===== src/hdl/dts_map.svh =====
// register indices, field positions, reset values, trip codes and timing for the drive trip supervisor
`ifndef DTS_MAP_SVH
`define DTS_MAP_SVH

// parameter indices within the protection menu
`define DTS_P_CPU1_WDOG 8'h13
`define DTS_P_CPU2_WDOG 8'h14
`define DTS_P_MOTOR_HOT 8'h15
`define DTS_P_SINK_HOT 8'h16
`define DTS_P_SPD_SAT 8'h17
`define DTS_P_ZERO_DMD 8'h18
`define DTS_P_HIST_0 8'h19
`define DTS_P_HIST_1 8'h1A
`define DTS_P_HIST_2 8'h1B
`define DTS_P_HIST_3 8'h1C
`define DTS_P_DIS_FIELD 8'h1D
`define DTS_P_DIS_FDBK 8'h1E
`define DTS_P_DIS_SUPPLY 8'h1F
`define DTS_P_DIS_MOTOR 8'h20
`define DTS_P_DIS_SINK 8'h21
`define DTS_P_EXT_TRIP 8'h22
`define DTS_P_CPU2_TRIP 8'h23
`define DTS_P_DIS_CLOOP 8'h24
`define DTS_P_DIS_ARM 8'h25

// bit positions in the disable vector
`define DTS_DIS_FIELD 0
`define DTS_DIS_FDBK 1
`define DTS_DIS_SUPPLY 2
`define DTS_DIS_MOTOR 3
`define DTS_DIS_SINK 4
`define DTS_DIS_CLOOP 5
`define DTS_DIS_ARM 6

// bit positions in the synchronised fault vector
`define DTS_F_MOTOR 0
`define DTS_F_SINK 1
`define DTS_F_FIELD 2
`define DTS_F_FDBK 3
`define DTS_F_SUPPLY 4
`define DTS_F_CLOOP 5
`define DTS_F_ARM 6
`define DTS_F_EXT 7

// reset values and the second processor reset command
`define DTS_DIS_RST 7'h08
`define DTS_EXT_RST 1'h0
`define DTS_CPU2_RST 8'h00
`define DTS_HIST_RST 8'h00
`define DTS_CPU2_RESET_CMD 8'hFF

// overload full scale
`define DTS_OVLD_FULL 16'h03E8

// trip codes pushed into the history
`define DTS_CODE_CPU1_WDOG 8'h01
`define DTS_CODE_CPU2_WDOG 8'h02
`define DTS_CODE_OVLD 8'h03
`define DTS_CODE_MOTOR 8'h04
`define DTS_CODE_SINK 8'h05
`define DTS_CODE_FIELD 8'h06
`define DTS_CODE_FDBK 8'h07
`define DTS_CODE_SUPPLY 8'h08
`define DTS_CODE_CLOOP 8'h09
`define DTS_CODE_ARM 8'h0A
`define DTS_CODE_EXT 8'h0B
`define DTS_CODE_CPU2 8'h0C

// timing
`define DTS_CLK_PERIOD_NS 40
`define DTS_TICK_TIME_NS 1000000
`define DTS_WDOG_TIME_NS 1000000

`endif


===== src/hdl/dts_pkg.sv =====
// types shared by the drive trip supervisor
package dts_pkg;

   typedef logic [7:0] dts_code_t;

   typedef struct packed {
      logic [7:0] sy1;
      logic [7:0] sy2;
      logic [7:0] sy3;
      logic [7:0] flt;
      logic [14:0] tick_cnt;
      logic [15:0] rise_cnt;
      logic [15:0] fall_cnt;
      logic [15:0] ovld_acc;
      logic [15:0] wd1_cnt;
      logic [15:0] wd2_cnt;
      logic wd1_flag;
      logic wd2_flag;
      logic sat_flag;
      logic zero_flag;
      logic [3:0][7:0] hist;
      logic [6:0] dis;
      logic ext_req;
      logic [7:0] cpu2_byte;
      logic tripped;
      logic [7:0] rdata;
   } dts_state_s;

endpackage


===== src/hdl/dts_supervisor.sv =====
// drive trip supervisor: overload integrator, watchdogs, fault flags, trip latch and history
`timescale 1ns/1ps
`default_nettype none
`include "dts_map.svh"

module dts_supervisor #(
   parameter int TICK_CYCLES = `DTS_TICK_TIME_NS / `DTS_CLK_PERIOD_NS,
   parameter int WDOG_CYCLES = (`DTS_WDOG_TIME_NS + `DTS_CLK_PERIOD_NS - 1) / `DTS_CLK_PERIOD_NS
) (
   input wire logic clk_i,
   input wire logic rst_b_i,
   input wire logic ce_i,
   input wire logic [10:0] current_i,
   input wire logic [10:0] ovld_threshold_i,
   input wire logic [15:0] ovld_rise_rate_i,
   input wire logic [15:0] ovld_fall_rate_i,
   input wire logic cpu1_kick_i,
   input wire logic cpu2_kick_i,
   input wire logic speed_loop_at_limit_i,
   input wire logic current_demand_clamped_i,
   input wire logic motor_therm_trip_i,
   input wire logic heatsink_hot_i,
   input wire logic field_loss_i,
   input wire logic feedback_loss_i,
   input wire logic supply_loss_i,
   input wire logic current_loop_loss_i,
   input wire logic armature_open_circuit_trip_i,
   input wire logic ext_trip_input_i,
   input wire logic [7:0] param_sel_i,
   input wire logic param_wr_i,
   input wire logic [7:0] param_wdata_i,
   input wire logic param_rd_i,
   output logic [7:0] param_rdata_o,
   output logic trip_o,
   output logic [15:0] ovld_acc_o
);

   dts_pkg::dts_state_s s_r;
   dts_pkg::dts_state_s s_nxt;

   logic tick;
   logic above;
   logic below;
   logic [10:0] excess;
   logic [10:0] deficit;
   logic rise_due;
   logic fall_due;
   logic up_step;
   logic dn_step;
   logic [16:0] up_sum;
   logic [15:0] acc_up_val;
   logic [15:0] acc_dn_val;
   logic [11:0] src;
   logic any_src;
   logic reset_cmd;
   logic new_trip;
   dts_pkg::dts_code_t code;

   ////////////////////////////////////////////////////////////////////////////////
   // overload integrator arithmetic

   assign tick = (s_r.tick_cnt == 15'(TICK_CYCLES - 1));
   assign above = (current_i > ovld_threshold_i);
   assign below = (current_i < ovld_threshold_i);
   assign excess = current_i - ovld_threshold_i;
   assign deficit = ovld_threshold_i - current_i;
   // a rate of zero behaves as one tick, so the integrator never stalls
   assign rise_due = ({1'b0, s_r.rise_cnt} + 17'h00001) >= {1'b0, ovld_rise_rate_i};
   assign fall_due = ({1'b0, s_r.fall_cnt} + 17'h00001) >= {1'b0, ovld_fall_rate_i};
   assign up_step = tick && above && rise_due;
   assign dn_step = tick && below && fall_due;
   assign up_sum = {1'b0, s_r.ovld_acc} + {6'h00, excess};
   // saturate rather than wrap: a wrapped accumulator would clear a pending overload
   assign acc_up_val = up_sum[16] ? 16'hFFFF : up_sum[15:0];
   assign acc_dn_val = (s_r.ovld_acc > {5'h00, deficit}) ? (s_r.ovld_acc - {5'h00, deficit}) : 16'h0000;

   ////////////////////////////////////////////////////////////////////////////////
   // trip sources; the seven fault inputs other than the external trip are each gated by a disable bit

   assign reset_cmd = param_wr_i && (param_sel_i == `DTS_P_CPU2_TRIP) && (param_wdata_i == `DTS_CPU2_RESET_CMD);

   always_comb begin
      src = 12'h000;
      // a reset command masks a flag that it clears, else the latch would re-trip on the stale flag
      src[0] = s_r.wd1_flag && !(reset_cmd && !(s_r.wd1_cnt == 16'(WDOG_CYCLES - 1) && !cpu1_kick_i));
      src[1] = s_r.wd2_flag && !(reset_cmd && !(s_r.wd2_cnt == 16'(WDOG_CYCLES - 1) && !cpu2_kick_i));
      src[2] = (s_r.ovld_acc >= `DTS_OVLD_FULL);
      src[3] = s_r.flt[`DTS_F_MOTOR] && !s_r.dis[`DTS_DIS_MOTOR];
      src[4] = s_r.flt[`DTS_F_SINK] && !s_r.dis[`DTS_DIS_SINK];
      src[5] = s_r.flt[`DTS_F_FIELD] && !s_r.dis[`DTS_DIS_FIELD];
      src[6] = s_r.flt[`DTS_F_FDBK] && !s_r.dis[`DTS_DIS_FDBK];
      src[7] = s_r.flt[`DTS_F_SUPPLY] && !s_r.dis[`DTS_DIS_SUPPLY];
      src[8] = s_r.flt[`DTS_F_CLOOP] && !s_r.dis[`DTS_DIS_CLOOP];
      src[9] = s_r.flt[`DTS_F_ARM] && !s_r.dis[`DTS_DIS_ARM];
      src[10] = s_r.ext_req || s_r.flt[`DTS_F_EXT];
      src[11] = (s_r.cpu2_byte != 8'h00) && !reset_cmd;
   end

   assign any_src = |src;
   // a source present in the reset cycle re-trips at once and is recorded again
   assign new_trip = any_src && (!s_r.tripped || reset_cmd);

   // lowest index wins when several sources fire together
   always_comb begin
      code = 8'h00;
      if (src[0]) begin
         code = `DTS_CODE_CPU1_WDOG;
      end else if (src[1]) begin
         code = `DTS_CODE_CPU2_WDOG;
      end else if (src[2]) begin
         code = `DTS_CODE_OVLD;
      end else if (src[3]) begin
         code = `DTS_CODE_MOTOR;
      end else if (src[4]) begin
         code = `DTS_CODE_SINK;
      end else if (src[5]) begin
         code = `DTS_CODE_FIELD;
      end else if (src[6]) begin
         code = `DTS_CODE_FDBK;
      end else if (src[7]) begin
         code = `DTS_CODE_SUPPLY;
      end else if (src[8]) begin
         code = `DTS_CODE_CLOOP;
      end else if (src[9]) begin
         code = `DTS_CODE_ARM;
      end else if (src[10]) begin
         code = `DTS_CODE_EXT;
      end else if (src[11]) begin
         code = `DTS_CODE_CPU2;
      end
   end

   ////////////////////////////////////////////////////////////////////////////////
   // next state

   always_comb begin
      s_nxt = s_r;
      // three-stage sync; a pin change counts once stages two and three agree
      s_nxt.sy1 = {ext_trip_input_i, armature_open_circuit_trip_i, current_loop_loss_i, supply_loss_i,
                   feedback_loss_i, field_loss_i, heatsink_hot_i, motor_therm_trip_i};
      s_nxt.sy2 = s_r.sy1;
      s_nxt.sy3 = s_r.sy2;
      s_nxt.flt = (s_r.sy2 & s_r.sy3) | (s_r.flt & (s_r.sy2 | s_r.sy3));
      s_nxt.sat_flag = speed_loop_at_limit_i;
      s_nxt.zero_flag = current_demand_clamped_i;

      // overload integrator
      s_nxt.tick_cnt = tick ? 15'h0000 : s_r.tick_cnt + 15'h0001;
      if (tick) begin
         if (above) begin
            s_nxt.fall_cnt = 16'h0000;
            s_nxt.rise_cnt = rise_due ? 16'h0000 : s_r.rise_cnt + 16'h0001;
         end else if (below) begin
            s_nxt.rise_cnt = 16'h0000;
            s_nxt.fall_cnt = fall_due ? 16'h0000 : s_r.fall_cnt + 16'h0001;
         end
      end
      if (up_step) begin
         s_nxt.ovld_acc = acc_up_val;
      end else if (dn_step) begin
         s_nxt.ovld_acc = acc_dn_val;
      end

      // watchdogs: a restart pulse reloads the count, expiry latches the flag
      if (cpu1_kick_i) begin
         s_nxt.wd1_cnt = 16'h0000;
      end else if (s_r.wd1_cnt == 16'(WDOG_CYCLES - 1)) begin
         s_nxt.wd1_flag = 1'b1;
      end else begin
         s_nxt.wd1_cnt = s_r.wd1_cnt + 16'h0001;
      end
      if (cpu2_kick_i) begin
         s_nxt.wd2_cnt = 16'h0000;
      end else if (s_r.wd2_cnt == 16'(WDOG_CYCLES - 1)) begin
         s_nxt.wd2_flag = 1'b1;
      end else begin
         s_nxt.wd2_cnt = s_r.wd2_cnt + 16'h0001;
      end

      // register writes; read-only indices ignore writes
      if (param_wr_i) begin
         if (param_sel_i == `DTS_P_DIS_FIELD) begin
            s_nxt.dis[`DTS_DIS_FIELD] = param_wdata_i[0];
         end else if (param_sel_i == `DTS_P_DIS_FDBK) begin
            s_nxt.dis[`DTS_DIS_FDBK] = param_wdata_i[0];
         end else if (param_sel_i == `DTS_P_DIS_SUPPLY) begin
            s_nxt.dis[`DTS_DIS_SUPPLY] = param_wdata_i[0];
         end else if (param_sel_i == `DTS_P_DIS_MOTOR) begin
            s_nxt.dis[`DTS_DIS_MOTOR] = param_wdata_i[0];
         end else if (param_sel_i == `DTS_P_DIS_SINK) begin
            s_nxt.dis[`DTS_DIS_SINK] = param_wdata_i[0];
         end else if (param_sel_i == `DTS_P_EXT_TRIP) begin
            s_nxt.ext_req = param_wdata_i[0];
         end else if (param_sel_i == `DTS_P_CPU2_TRIP) begin
            // 255 is a reset command, so the byte returns to its healthy zero
            s_nxt.cpu2_byte = reset_cmd ? `DTS_CPU2_RST : param_wdata_i;
         end else if (param_sel_i == `DTS_P_DIS_CLOOP) begin
            s_nxt.dis[`DTS_DIS_CLOOP] = param_wdata_i[0];
         end else if (param_sel_i == `DTS_P_DIS_ARM) begin
            s_nxt.dis[`DTS_DIS_ARM] = param_wdata_i[0];
         end
      end

      // reset command clears watchdog flags; an expiry in the same cycle wins
      if (reset_cmd) begin
         if (!(s_r.wd1_cnt == 16'(WDOG_CYCLES - 1) && !cpu1_kick_i)) begin
            s_nxt.wd1_flag = 1'b0;
         end
         if (!(s_r.wd2_cnt == 16'(WDOG_CYCLES - 1) && !cpu2_kick_i)) begin
            s_nxt.wd2_flag = 1'b0;
         end
         s_nxt.wd1_cnt = 16'h0000;
         s_nxt.wd2_cnt = 16'h0000;
      end

      // trip latch and history
      s_nxt.tripped = any_src || (s_r.tripped && !reset_cmd);
      if (new_trip) begin
         s_nxt.hist = {s_r.hist[2:0], code};
      end

      // registered read port; unmapped indices read zero
      if (param_rd_i) begin
         if (param_sel_i == `DTS_P_CPU1_WDOG) begin
            s_nxt.rdata = {7'h00, s_r.wd1_flag};
         end else if (param_sel_i == `DTS_P_CPU2_WDOG) begin
            s_nxt.rdata = {7'h00, s_r.wd2_flag};
         end else if (param_sel_i == `DTS_P_MOTOR_HOT) begin
            s_nxt.rdata = {7'h00, s_r.flt[`DTS_F_MOTOR]};
         end else if (param_sel_i == `DTS_P_SINK_HOT) begin
            s_nxt.rdata = {7'h00, s_r.flt[`DTS_F_SINK]};
         end else if (param_sel_i == `DTS_P_SPD_SAT) begin
            s_nxt.rdata = {7'h00, s_r.sat_flag};
         end else if (param_sel_i == `DTS_P_ZERO_DMD) begin
            s_nxt.rdata = {7'h00, s_r.zero_flag};
         end else if (param_sel_i == `DTS_P_HIST_0) begin
            s_nxt.rdata = s_r.hist[0];
         end else if (param_sel_i == `DTS_P_HIST_1) begin
            s_nxt.rdata = s_r.hist[1];
         end else if (param_sel_i == `DTS_P_HIST_2) begin
            s_nxt.rdata = s_r.hist[2];
         end else if (param_sel_i == `DTS_P_HIST_3) begin
            s_nxt.rdata = s_r.hist[3];
         end else if (param_sel_i == `DTS_P_DIS_FIELD) begin
            s_nxt.rdata = {7'h00, s_r.dis[`DTS_DIS_FIELD]};
         end else if (param_sel_i == `DTS_P_DIS_FDBK) begin
            s_nxt.rdata = {7'h00, s_r.dis[`DTS_DIS_FDBK]};
         end else if (param_sel_i == `DTS_P_DIS_SUPPLY) begin
            s_nxt.rdata = {7'h00, s_r.dis[`DTS_DIS_SUPPLY]};
         end else if (param_sel_i == `DTS_P_DIS_MOTOR) begin
            s_nxt.rdata = {7'h00, s_r.dis[`DTS_DIS_MOTOR]};
         end else if (param_sel_i == `DTS_P_DIS_SINK) begin
            s_nxt.rdata = {7'h00, s_r.dis[`DTS_DIS_SINK]};
         end else if (param_sel_i == `DTS_P_EXT_TRIP) begin
            s_nxt.rdata = {7'h00, s_r.ext_req};
         end else if (param_sel_i == `DTS_P_CPU2_TRIP) begin
            s_nxt.rdata = s_r.cpu2_byte;
         end else if (param_sel_i == `DTS_P_DIS_CLOOP) begin
            s_nxt.rdata = {7'h00, s_r.dis[`DTS_DIS_CLOOP]};
         end else if (param_sel_i == `DTS_P_DIS_ARM) begin
            s_nxt.rdata = {7'h00, s_r.dis[`DTS_DIS_ARM]};
         end else begin
            s_nxt.rdata = 8'h00;
         end
      end
   end

   ////////////////////////////////////////////////////////////////////////////////
   // state register; the clock enable freezes everything

   always_ff @(posedge clk_i or negedge rst_b_i) begin
      if (!rst_b_i) begin
         s_r <= '0;
         s_r.dis <= `DTS_DIS_RST;
         s_r.ext_req <= `DTS_EXT_RST;
         s_r.cpu2_byte <= `DTS_CPU2_RST;
         s_r.hist <= {4{`DTS_HIST_RST}};
      end else if (ce_i) begin
         s_r <= s_nxt;
      end
   end

   assign param_rdata_o = s_r.rdata;
   assign trip_o = s_r.tripped;
   assign ovld_acc_o = s_r.ovld_acc;

   ////////////////////////////////////////////////////////////////////////////////
   // checks

   chk_ovld_rise: assert property (@(posedge clk_i) disable iff (!rst_b_i)
      ce_i && up_step |=> s_r.ovld_acc == $past(acc_up_val) && s_r.ovld_acc >= $past(s_r.ovld_acc))
      else $error("overload accumulator did not rise by the excess");

   chk_ovld_floor: assert property (@(posedge clk_i) disable iff (!rst_b_i)
      ce_i && below |=> s_r.ovld_acc <= $past(s_r.ovld_acc) && (($past(s_r.ovld_acc) == 16'h0000) -> s_r.ovld_acc == 16'h0000))
      else $error("overload accumulator rose or left zero below threshold");

   chk_ovld_rate: assert property (@(posedge clk_i) disable iff (!rst_b_i)
      ce_i && tick && above && !rise_due |=> s_r.ovld_acc == $past(s_r.ovld_acc))
      else $error("overload accumulator moved before its rate count elapsed");

   chk_wdog_expiry: assert property (@(posedge clk_i) disable iff (!rst_b_i)
      ce_i && !cpu1_kick_i && s_r.wd1_cnt == 16'(WDOG_CYCLES - 1) ##1 ce_i |=> s_r.wd1_flag && s_r.tripped)
      else $error("first watchdog expiry did not flag and trip");

   chk_motor_flag: assert property (@(posedge clk_i) disable iff (!rst_b_i)
      ce_i && param_rd_i && param_sel_i == `DTS_P_MOTOR_HOT |=> s_r.rdata == {7'h00, $past(s_r.flt[`DTS_F_MOTOR])})
      else $error("motor overtemperature flag read back wrong");

   chk_hist_hold: assert property (@(posedge clk_i) disable iff (!rst_b_i)
      !(ce_i && new_trip) |=> $stable(s_r.hist))
      else $error("trip history changed without a new trip");

   chk_hist_shift: assert property (@(posedge clk_i) disable iff (!rst_b_i)
      ce_i && new_trip |=> s_r.hist[0] == $past(code) && s_r.hist[1] == $past(s_r.hist[0])
         && s_r.hist[3] == $past(s_r.hist[2]))
      else $error("trip history did not shift on a new trip");

   chk_cpu2_trip: assert property (@(posedge clk_i) disable iff (!rst_b_i)
      ce_i && param_wr_i && param_sel_i == `DTS_P_CPU2_TRIP && param_wdata_i != 8'h00
         && param_wdata_i != `DTS_CPU2_RESET_CMD ##1 ce_i |=> s_r.tripped)
      else $error("second processor trip byte did not trip");

   chk_cpu2_reset: assert property (@(posedge clk_i) disable iff (!rst_b_i)
      ce_i && reset_cmd && !any_src |=> !s_r.tripped && s_r.cpu2_byte == 8'h00)
      else $error("reset command left the trip latched");

   chk_trip_latch: assert property (@(posedge clk_i) disable iff (!rst_b_i)
      s_r.tripped && !(ce_i && reset_cmd) |=> s_r.tripped)
      else $error("trip released without a reset command");

endmodule

`default_nettype wire


===== config.mk =====
export PLATFORM = sky130hd
export DESIGN_NAME = dts_supervisor
export DESIGN_NICKNAME = d
export VERILOG_FILES = /design/src/hdl/dts_pkg.sv /design/src/hdl/dts_supervisor.sv
export VERILOG_INCLUDE_DIRS = /design/src /design/src/hdl
export SDC_FILE = /design/constraint.sdc
export NUM_CORES = 1
export LEC_CHECK = 0
export ABC_CLOCK_PERIOD_IN_PS = 5550
export BUFFER_PORTS_ARGS = -buffer_cell sky130_fd_sc_hd__buf_4
export CORE_ASPECT_RATIO = 1.2
export CORE_MARGIN = 10
export CORE_UTILIZATION = 30
export CTS_CLUSTER_DIAMETER = 30
export DETAILED_ROUTE_END_ITERATION = 7
export SYNTH_ARGS = -nofsm -noshare
export SYNTH_HDL_FRONTEND = slang
export SYNTH_SLANG_ARGS = --single-unit

===== constraint.sdc =====
create_clock -name clk_i -period 5.55 [get_ports clk_i]
set_input_delay 0.2775 -clock clk_i [delete_from_list [all_inputs] [get_ports clk_i]]
set_output_delay 0.2775 -clock clk_i [all_outputs]
set_load 0.01 [all_outputs]

==> results of run 1 <==
-- power groups by stage --
stage / Clock (mW) / Combinational (mW) / Sequential [mW]
after floorplan: 0 / 0.692 / 1.44
after global placement: 0 / 0.900 / 1.48
after detailed placement: 0 / 0.916 / 1.48
after CTS: 1.28 / 0.920 / 1.46
after global routing: 1.33 / 1.04 / 1.48
final: 1.24 / 0.915 / 1.46
-- layer usage --
layer | wire length, um | vias to the layer above
met2 | 14370 | 217
met1 | 13480 | 4643
met3 | 1131 | 30
li1 | - | 4911
met4 | 365 | 2
met5 | 12 | -
-- critical path, delay by kind of cell (launching register included) --
kind,cells,cell delay (ps)
and+or+nand+nor,9,2050
AOI/OAI and AO/OA,2,1030
adders and majority gates,1,310
muxes,1,420
DFF,1,450
xor gates and xnor gates,1,90
-- final timing paths --
kind	slack, ps	to	start
setup / recovery	1100	ovld_acc_o[13]	s_r[111]
hold / removal	70	s_nxt[178]	armature_open_circuit_trip_i
setup reg to reg	1100	ovld_acc_o[13]	s_r[111]
hold reg to reg	470	s_r[149]	s_r[149]
max in group asynchronous	3700	s_r[158]	rst_b_i
min in group asynchronous	440	param_rdata_o[4]	rst_b_i
-- flip-flops by register name (all words and copies together), names as in the netlist --
name and flops:
s_r 131, ovld_acc_o 16, s_nxt 16, param_rdata_o 8
trip_o 1
-- metrics by stage --
stage	utilization	std cells
5_1_grt	0.3507	1960
4_1_cts	0.3507	1960
2_1_floorplan	-	1355
3_5_place_dp	0.3349	1927
6_report	0.3507	1960
3_3_place_gp	0.3349	1927
-- synth_stat cells (14+ instances only) --
cell,n
a21o_1,20
a21oi_1,80
a22o_1,18
and3_1,24
buf_4,24
clkbuf_1,35
dfrtp_1,171
ha_1,80
inv_1,86
mux2_2,50
nand2_1,136
nand2b_1,22
nand3_1,59
nand4_1,22
nor2_1,102
nor2b_1,16
nor3_1,25
nor4_1,14
o21ai_0,120
o21bai_1,14
o31ai_1,18
xnor2_1,46
xor2_1,30
-- layout make-up --
type	instances	area, um^2
repair buffers	119	899.6
inverters	86	322.8
fillers	4018	25220
multi-input cells	1025	6834
flip-flops and latches	172	4305
clock buffers	18	429.2
well taps	526	658.1
clock inverters	14	172.7
-- kinds of logic (layout without fill, tap and decap cells) --
logic type	count (synthesis)	after routing	synth area share
and+or+nand+nor	464	464	0.1927
buffers and inverters	158	237	0.05933
muxes	56	56	0.05372
xor gates and xnor gates	76	76	0.05626
DFF	172	172	0.3639
adders and majority gates	84	84	0.09137
AOI/OAI and AO/OA	345	345	0.1827
==> results.tsv, run 1 <==
metric	value	unit
H-tree levels	4	
total track usage	0.1214	
Int Pwr	2.452	mW
Fin. Hold Viols	0	
most frequent cells in the layout	dfrtp_1, nand2_1, o21ai_0	
critical path type	flip-flop to flip-flop	
met3 usage	0.02354	
initial cell density of the core	0.3046	
clock root buffer	clkbuf_16	
max_cap viols	0	
share of cells above drive strength 1	0.1506	
CP max stage delay	880	ps
worst hold-check path type	primary input to flip-flop	
worst-margin pin slew	1097	ps
Net Switching	1.165	mW
Cell Area, Synth	0.01183	mm^2
CTS tree	built	
Post-synth EDFFs	0	
Final nets	1592	
share of total power in sequential cells	0.403	
I/O pin total	112	
post-synth top area cell	dfrtp_1	
Final min period	4449	ps
clock network power share	0.344	
largest net degree at the start of global routing	82	
combinational share of power	0.253	
RSZ-0062 raised after global routing	no	
Vias	9803	
Final ANT Viol Nets	0	
final worst setup slack	1101	ps
Slew Viols, Final	0	
Synth Area per Inst	8.732	um^2
Chip Height	237.5	um
Final setup viols	0	
R2R cell count	14	
Initial DRC Count	551	
sequential cell area fraction in the yosys report	0.3639	
skew final	11.46	ps
max_slew headroom	0.2685	
Post-synth ARST share	1.000	
GR met1 Demand/Resource	0.1495	
CP max stage cell	o22ai_2	
worst skew pair latency	440	ps
Place WS	1043	ps
Syn-to-layout area delta	15.13	%
CP startpoint kind	flip-flop	
port bufs	111	
cells along the critical path	and3_1 -> nand4_1 -> or2_2 -> nor2_1 -> and3_1 -> xor2_1 -> ha_1 -> nand4_1 -> nor4_1 -> o21ai_0 -> and2_1 -> o22ai_2 -> mux2_2 -> nor3_1	
syn nets	1526	
total power	3.617	mW
switching share of power	0.3220	
Core Region	0.03885	mm^2
Cells after Synth	1355	
CTS Hold Bufs	1	
row cnt	79	
Crit path required time	5900	ps
main flop type after synthesis	dfrtp_1	
Vias/cell	5.002	
Clock Sinks	172	
full die area	0.04781	mm^2
detailed-router iteration count before antenna repair	8	
Min-Delay Path Depth	2	
Static Leak	6.374	nW
crit path DAT	4800	ps
CTS resizes	0	
Yosys warnings	0	
peak supply drop	0.1910	mV
outcome	completed	
minimum hold slack	73.54	ps
Synth top area share	0.3617	
CTS buffer count	17	
wire per inst	14.98	um
flop and latch count out of synthesis	172	
crit path max fanout	24	
most common cell after layout, fill and taps aside	dfrtp_1	
hpwl dp	22030	um
Total Routed Length	29350	um
first-pass GRT wire length	48840	um
pwr dens	265.5	mW/mm^2
Routability Congestion	0.8334	
worst-case clock buffer depth	2	
vias in the first global route	9797	
library cells used by synthesis	72	
Critical Path End Type	flip-flop	
setup_tns	0	ps
busiest grt layer	met2	
Area after DPL	0.01301	mm^2
ANT cells	0	
initial antenna violation count	1	
grt met2 use	0.2101	
fmax	224.8	MHz
post-route clock period utilization	0.8017	
CTS clock-pin slew for the worst setup and hold paths	70	ps
Die Wd	201.3	um
postcts setup bufs	0	
fin area	0.01362	mm^2
# DRC	0	
total grt overflow	0	
top cells by area, synth	dfrtp_1, ha_1, o21ai_0, mux2_2, nand2_1	
Power figures use the tool's default switching activity.
==> run 2: changes to the inputs <==
--- a/config.mk
+++ b/config.mk
@@ -6,7 +6,7 @@
 export SDC_FILE = /design/constraint.sdc
 export NUM_CORES = 1
 export LEC_CHECK = 0
-export ABC_CLOCK_PERIOD_IN_PS = 5550
+export ABC_CLOCK_PERIOD_IN_PS = 4200
 export BUFFER_PORTS_ARGS = -buffer_cell sky130_fd_sc_hd__buf_4
 export CORE_ASPECT_RATIO = 1.2
 export CORE_MARGIN = 10
==> constraint.sdc (replaced) <==
create_clock -name clk_i -period 4.2 [get_ports clk_i]
set_input_delay 0.21 -clock clk_i [delete_from_list [all_inputs] [get_ports clk_i]]
set_output_delay 0.21 -clock clk_i [all_outputs]
set_load 0.01 [all_outputs]
==> results.tsv, run 2 (same netlist as run 1, synthesis figures left out) <==
metric	value	unit	change
Initial DRC Count	546		-0.91%
Crit path required time	4510	ps	-1390 ps
worst hold-check path type	primary input to flip-flop		
worst skew pair latency	430	ps	about the same
CTS clock-pin slew for the worst setup and hold paths	70	ps	about the same
vias in the first global route	10120		+3.3%
Slew Viols, Final	0		unchanged
Most flops, register	s_r		
R2R cell count	15		+1
share of cells above drive strength 1	0.1606		+0.009976
Critical Path End Type	flip-flop		
FF-to-FF setup slack	320	ps	-780 ps
Vias	9829		+0.27%
Core Region	0.03885	mm^2	unchanged
setup_tns	0	ps	unchanged
peak supply drop	0.2493	mV	+31%
total grt overflow	0		unchanged
Final ANT Viol Nets	0		unchanged
Final nets	1617		+1.6%
Final min period	3882	ps	-567.0 ps
max_cap viols	0		unchanged
RSZ-0062 raised after global routing	no		
full die area	0.04781	mm^2	unchanged
Vias/cell	4.957		-0.90%
largest net degree at the start of global routing	100		+22%
fmax	257.6	MHz	+15%
outcome	completed		
critical path type	flip-flop to flip-flop		
clock root buffer	clkbuf_16		
final worst setup slack	317.8	ps	-783.0 ps
CP max stage cell	a2111o_2		
I/O pin total	112		unchanged
initial cell density of the core	0.3046		unchanged
hpwl dp	22350	um	+1.4%
CP startpoint kind	flip-flop		
Critical R2R Launch	s_r[128]		
WHS Endpoint	s_nxt[173]		
fin area	0.01387	mm^2	+1.8%
worst-case clock buffer depth	2		unchanged
worst-margin pin slew	1041	ps	-56.27 ps
Fin. Hold Viols	0		unchanged
Post-Layout Cell Count	1983		+1.2%
crit path max fanout	15		-38%
Area after DPL	0.01313	mm^2	+0.94%
Filler Cell Count	4014		-0.10%
most common cell after layout, fill and taps aside	dfrtp_1		
first-pass GRT wire length	49870	um	+2.1%
H-tree levels	4		unchanged
Worst path top cell family by delay	compound AO/OA/AOI/OAI gates		
minimum hold slack	19.49	ps	-54.06 ps
CTS buffer count	17		unchanged
CTS tree	built		
max_slew headroom	0.3013		+0.03285
Routability Congestion	0.8610		+3.3%
Placed Cells	1940		+0.67%
Final setup viols	0		unchanged
total track usage	0.1236		+0.002142
Buf+Inv Stages, Crit Path	1		+1
pwr dens	347.0	mW/mm^2	+31%
detailed-router iteration count before antenna repair	5		-3
Total Routed Length	29290	um	-0.22%
max reg flops	131		unchanged
worst r2r dst	ovld_acc_o[7]		
Static Leak	6.499	nW	+1.9%
min-delay src	heatsink_hot_i		
cells along the critical path	and4_1 -> and4_1 -> nand2_1 -> nor2_1 -> xor2_1 -> ha_1 -> nand2_1 -> o21ai_0 -> nor4_1 -> a211o_1 -> a2111o_2 -> buf_4 -> nand3_1 -> nand2_1 -> mux2_2		
ANT cells	0		unchanged
CP max stage delay	640	ps	-240 ps
Place WS	43.82	ps	-999.4 ps
Min-Delay Path Depth	2		unchanged
skew final	10.92	ps	-0.5416 ps
row cnt	79		unchanged
Syn-to-layout area delta	17.20	%	
# DRC	0		unchanged
Top cell by count, worst path	nand2_1		
crit path DAT	4200	ps	-600 ps
most frequent cells in the layout	dfrtp_1, nand2_1, buf_4		
wire per inst	14.77	um	-1.4%
Clock Sinks	172		unchanged
Die Wd	201.3	um	unchanged
port bufs	111		unchanged
post-route clock period utilization	0.9243		+0.1227
initial antenna violation count	0		-1
Chip Height	237.5	um	unchanged
-- run 2: cell types whose count changed in the layout (fill, tap and decap cells not counted), sizes merged --
cell,before,now
buf,118,134
inv,94,88
clkinv,2,6
clkinvlp,2,1
dlygate4sd3,1,10
bufinv,2,3
-- run 2: cell type report --
class,instances,area (um^2),area share
tap,526,658.1,0.04746
sequential,172,4308,0.3107
multi-input combinational,1025,6835,0.4930
clock inverter,12,163.9,0.01182
clock buffer,18,439.2,0.03167
inverter,86,322.8,0.02328
timing repair buffer,144,1139,0.08211
-- run 2: report_power, final --
part | switching, mW | internal, mW | leakage [nW] | total (mW)
Sequential | 0.145 | 1.79 | 2.25 | 1.93
Combinational | 0.670 | 0.573 | 3.96 | 1.24
Clock | 0.684 | 0.953 | 0.293 | 1.64
-- run 2: routing by layer --
layer,global-route usage,up-vias,part of all wire
met5,0,-,0
met4,0.03398,0,0.012
met3,0.02381,23,0.034
met2,0.2173,166,0.50
met1,0.1509,4655,0.46
li1,-,4985,-
-- run 2: worst reg2reg max path, delay by kind of cell, from the launching register on --
| family | cells | cell delay, ps |
|---|---|---|
| buffers and inverters | 1 | 200 |
| muxes | 1 | 260 |
| and+or+nand+nor | 8 | 1120 |
| adders and majority gates | 1 | 310 |
| AOI/OAI and AO/OA | 3 | 1290 |
| DFF | 1 | 430 |
| xor gates and xnor gates | 1 | 140 |
-- run 2: through the flow --
stage                     total power, mW  utilization
final                               4.811       0.3569
after global routing                5.131       0.3569
after CTS                           4.889       0.3562
after detailed placement            3.205       0.3381
after global placement              3.172       0.3381
after floorplan                     2.816            -
-- run 2: worst max-delay path by stage --
stage / from / end / slack, ps / depth (start not counted)
global placement: current_i[0] / ovld_acc_o[3] / 130 / 22
detailed placement: current_i[0] / ovld_acc_o[2] / 40 / 20
finish: s_r[128] / ovld_acc_o[7] / 320 / 15
floorplan: current_i[0] / ovld_acc_o[3] / 340 / 22
CTS: s_r[127] / ovld_acc_o[11] / 200 / 15
global route: s_r[112] / ovld_acc_o[13] / 20 / 15
-- run 2: timing repair --
action,CTS,global route
resized for setup,0,5
hold buffers,10,0
endpoints found under the hold margin,106,0
setup endpoints to repair,0,9
buffers inserted,0,3
==> run 3: changes to the inputs <==
--- a/config.mk
+++ b/config.mk
@@ -8,11 +8,14 @@
 export LEC_CHECK = 0
 export ABC_CLOCK_PERIOD_IN_PS = 4200
 export BUFFER_PORTS_ARGS = -buffer_cell sky130_fd_sc_hd__buf_4
+export CELL_PAD_IN_SITES_DETAIL_PLACEMENT = 0
+export CELL_PAD_IN_SITES_GLOBAL_PLACEMENT = 1
 export CORE_ASPECT_RATIO = 1.2
 export CORE_MARGIN = 10
 export CORE_UTILIZATION = 30
 export CTS_CLUSTER_DIAMETER = 30
 export DETAILED_ROUTE_END_ITERATION = 7
+export PLACE_DENSITY_LB_ADDON = 0.1
 export SYNTH_ARGS = -nofsm -noshare
 export SYNTH_HDL_FRONTEND = slang
 export SYNTH_SLANG_ARGS = --single-unit
==> results.tsv, run 3 (same netlist as run 1, synthesis figures left out) <==
metric	value	unit	change
Final nets	1639		+1.4%
Critical Path End Type	flip-flop		
port bufs	111		unchanged
hpwl dp	24770	um	+11%
Most flops, register	s_r		
Final ANT Viol Nets	0		unchanged
max_slew headroom	0.2326		-0.06870
vias in the first global route	10280		+1.6%
FF-to-FF setup slack	330	ps	about the same
H-tree levels	4		unchanged
postcts setup bufs	0		unchanged
pwr dens	336.1	mW/mm^2	-3.1%
I/O pin total	112		unchanged
most common cell after layout, fill and taps aside	dfrtp_1		
detailed-router iteration count before antenna repair	5		unchanged
Critical R2R Launch	s_r[130]		
CTS clock-pin slew for the worst setup and hold paths	80	ps	about the same
final core utilization	0.3602		+0.003285
crit path DAT	4200	ps	about the same
skew final	12.59	ps	+1.671 ps
Vias	9902		+0.74%
largest net degree at the start of global routing	110		+10%
initial antenna violation count	2		+2
total track usage	0.1362		+0.01269
clock root buffer	clkbuf_16		
fmax	258.6	MHz	+0.38%
crit path max fanout	15		unchanged
row cnt	79		unchanged
Initial DRC Count	490		-10%
share of cells above drive strength 1	0.1702		+0.009551
Chip Height	237.5	um	unchanged
worst r2r dst	ovld_acc_o[9]		
Fin. Hold Viols	0		unchanged
worst hold-check path type	primary input to flip-flop		
worst setup path start	s_r[130]		
grt met2 use	0.2411		+0.02380
Reg area	0.004305	mm^2	about the same
worst-case clock buffer depth	2		unchanged
max reg flops	131		unchanged
peak supply drop	0.2908	mV	+17%
Total Routed Length	32420	um	+11%
post-route clock period utilization	0.9208		-0.003519
Clock Sinks	172		unchanged
critical path type	flip-flop to flip-flop		
CTS tree	built		
Place WS	110.2	ps	+66.41 ps
met3 usage	0.02286		-0.0009525
GR met1 Demand/Resource	0.1645		+0.01361
Syn-to-layout area delta	18.27	%	
full die area	0.04781	mm^2	unchanged
total grt overflow	0		unchanged
total power	4.704	mW	-2.2%
CP endpoint	ovld_acc_o[9]		
setup_tns	0	ps	unchanged
Static Leak	6.571	nW	+1.1%
wire per inst	16.15	um	+9.4%
max_cap viols	0		unchanged
Routability Congestion	0.7871		-8.6%
most frequent cells in the layout	dfrtp_1, buf_4, nand2_1		
initial cell density of the core	0.3046		unchanged
RSZ-0062 raised after global routing	no		
Die Wd	201.3	um	unchanged
outcome	completed		
first-pass GRT wire length	53860	um	+8.0%
footprint of the multi-input gates	0.006838	mm^2	about the same
R2R cell count	16		+1
# DRC	0		unchanged
Crit path required time	4540	ps	+30 ps
CTS buffer count	17		unchanged
Final min period	3867	ps	-14.78 ps
Final setup viols	0		unchanged
minimum hold slack	24.19	ps	+4.702 ps
CP startpoint kind	flip-flop		
final worst setup slack	332.6	ps	+14.78 ps
Core Region	0.03885	mm^2	unchanged
Filler Cell Count	4090		+1.9%
worst-margin pin slew	1143	ps	+102.4 ps
ANT cells	0		unchanged
busiest grt layer	met2		
Slew Viols, Final	0		unchanged
worst skew pair latency	450	ps	+20 ps
Vias/cell	4.934		-0.46%
run 3: how the worst min path moves through the flow:
| stage | cells after the start | from | slack (ps) | endpoint |
|---|---|---|---|---|
| 5_1_grt | 2 | current_loop_loss_i | 20 | s_nxt[177] |
| 6_report | 3 | param_wdata_i[5] | 20 | s_r[14] |
| 2_1_floorplan | 0 | rst_b_i | -90 | ovld_acc_o[0] |
| 3_3_place_gp | 1 | rst_b_i | 400 | s_r[74] |
| 4_1_cts | 3 | param_wdata_i[5] | 5 | s_r[14] |
| 3_5_place_dp | 1 | rst_b_i | 410 | s_r[74] |
run 3: metrics by stage:
stage                     cell area, um^2  std cells
after detailed placement            13310       1961
after CTS                           13990       2007
after floorplan                     11830       1355
after global routing                13990       2007
after global placement              13310       1961
final                               13990       2007
run 3: timing repair:
item                       in CTS  in global routing
hold buffers                   14                  0
hold endpoints to repair      120                  0
setup endpoints to repair       0                  4
resized for setup               0                  3
run 3: power breakdown:
part           switching (mW)  leakage, nW  total, mW  internal [mW]
registers               0.152         2.25       1.94           1.78
clock network           0.732        0.251       1.50          0.768
logic                   0.675         4.07       1.27          0.592
run 3: per-layer routing:
layer | up-vias | wire [um]
met4 | 4 | 500
met1 | 4707 | 14860
met3 | 29 | 904
li1 | 5015 | -
met2 | 147 | 16140
met5 | - | 14
run 3: final cells by class:
| type | count | area share |
|---|---|---|
| clock buffers | 18 | 0.03067 |
| clock inverters | 14 | 0.008226 |
| inverters | 86 | 0.02307 |
| multi-input cells | 1025 | 0.4886 |
| flip-flops and latches | 172 | 0.3077 |
| well taps | 526 | 0.04703 |
| repair buffers | 166 | 0.09469 |
run 3: critical path, cell delays in order, from the launching register on:
cell	delay (ps)
dfrtp_1	390
and4_1	240
and4_1	280
nand2_1	130
nor2_2	180
nand3_1	160
xnor2_1	170
ha_1	300
nand3_1	100
nor3_1	210
a221o_1	190
a31oi_1	60
a2111o_2	640
buf_4	210
nor3_1	170
nor2_1	60
mux2_2	260
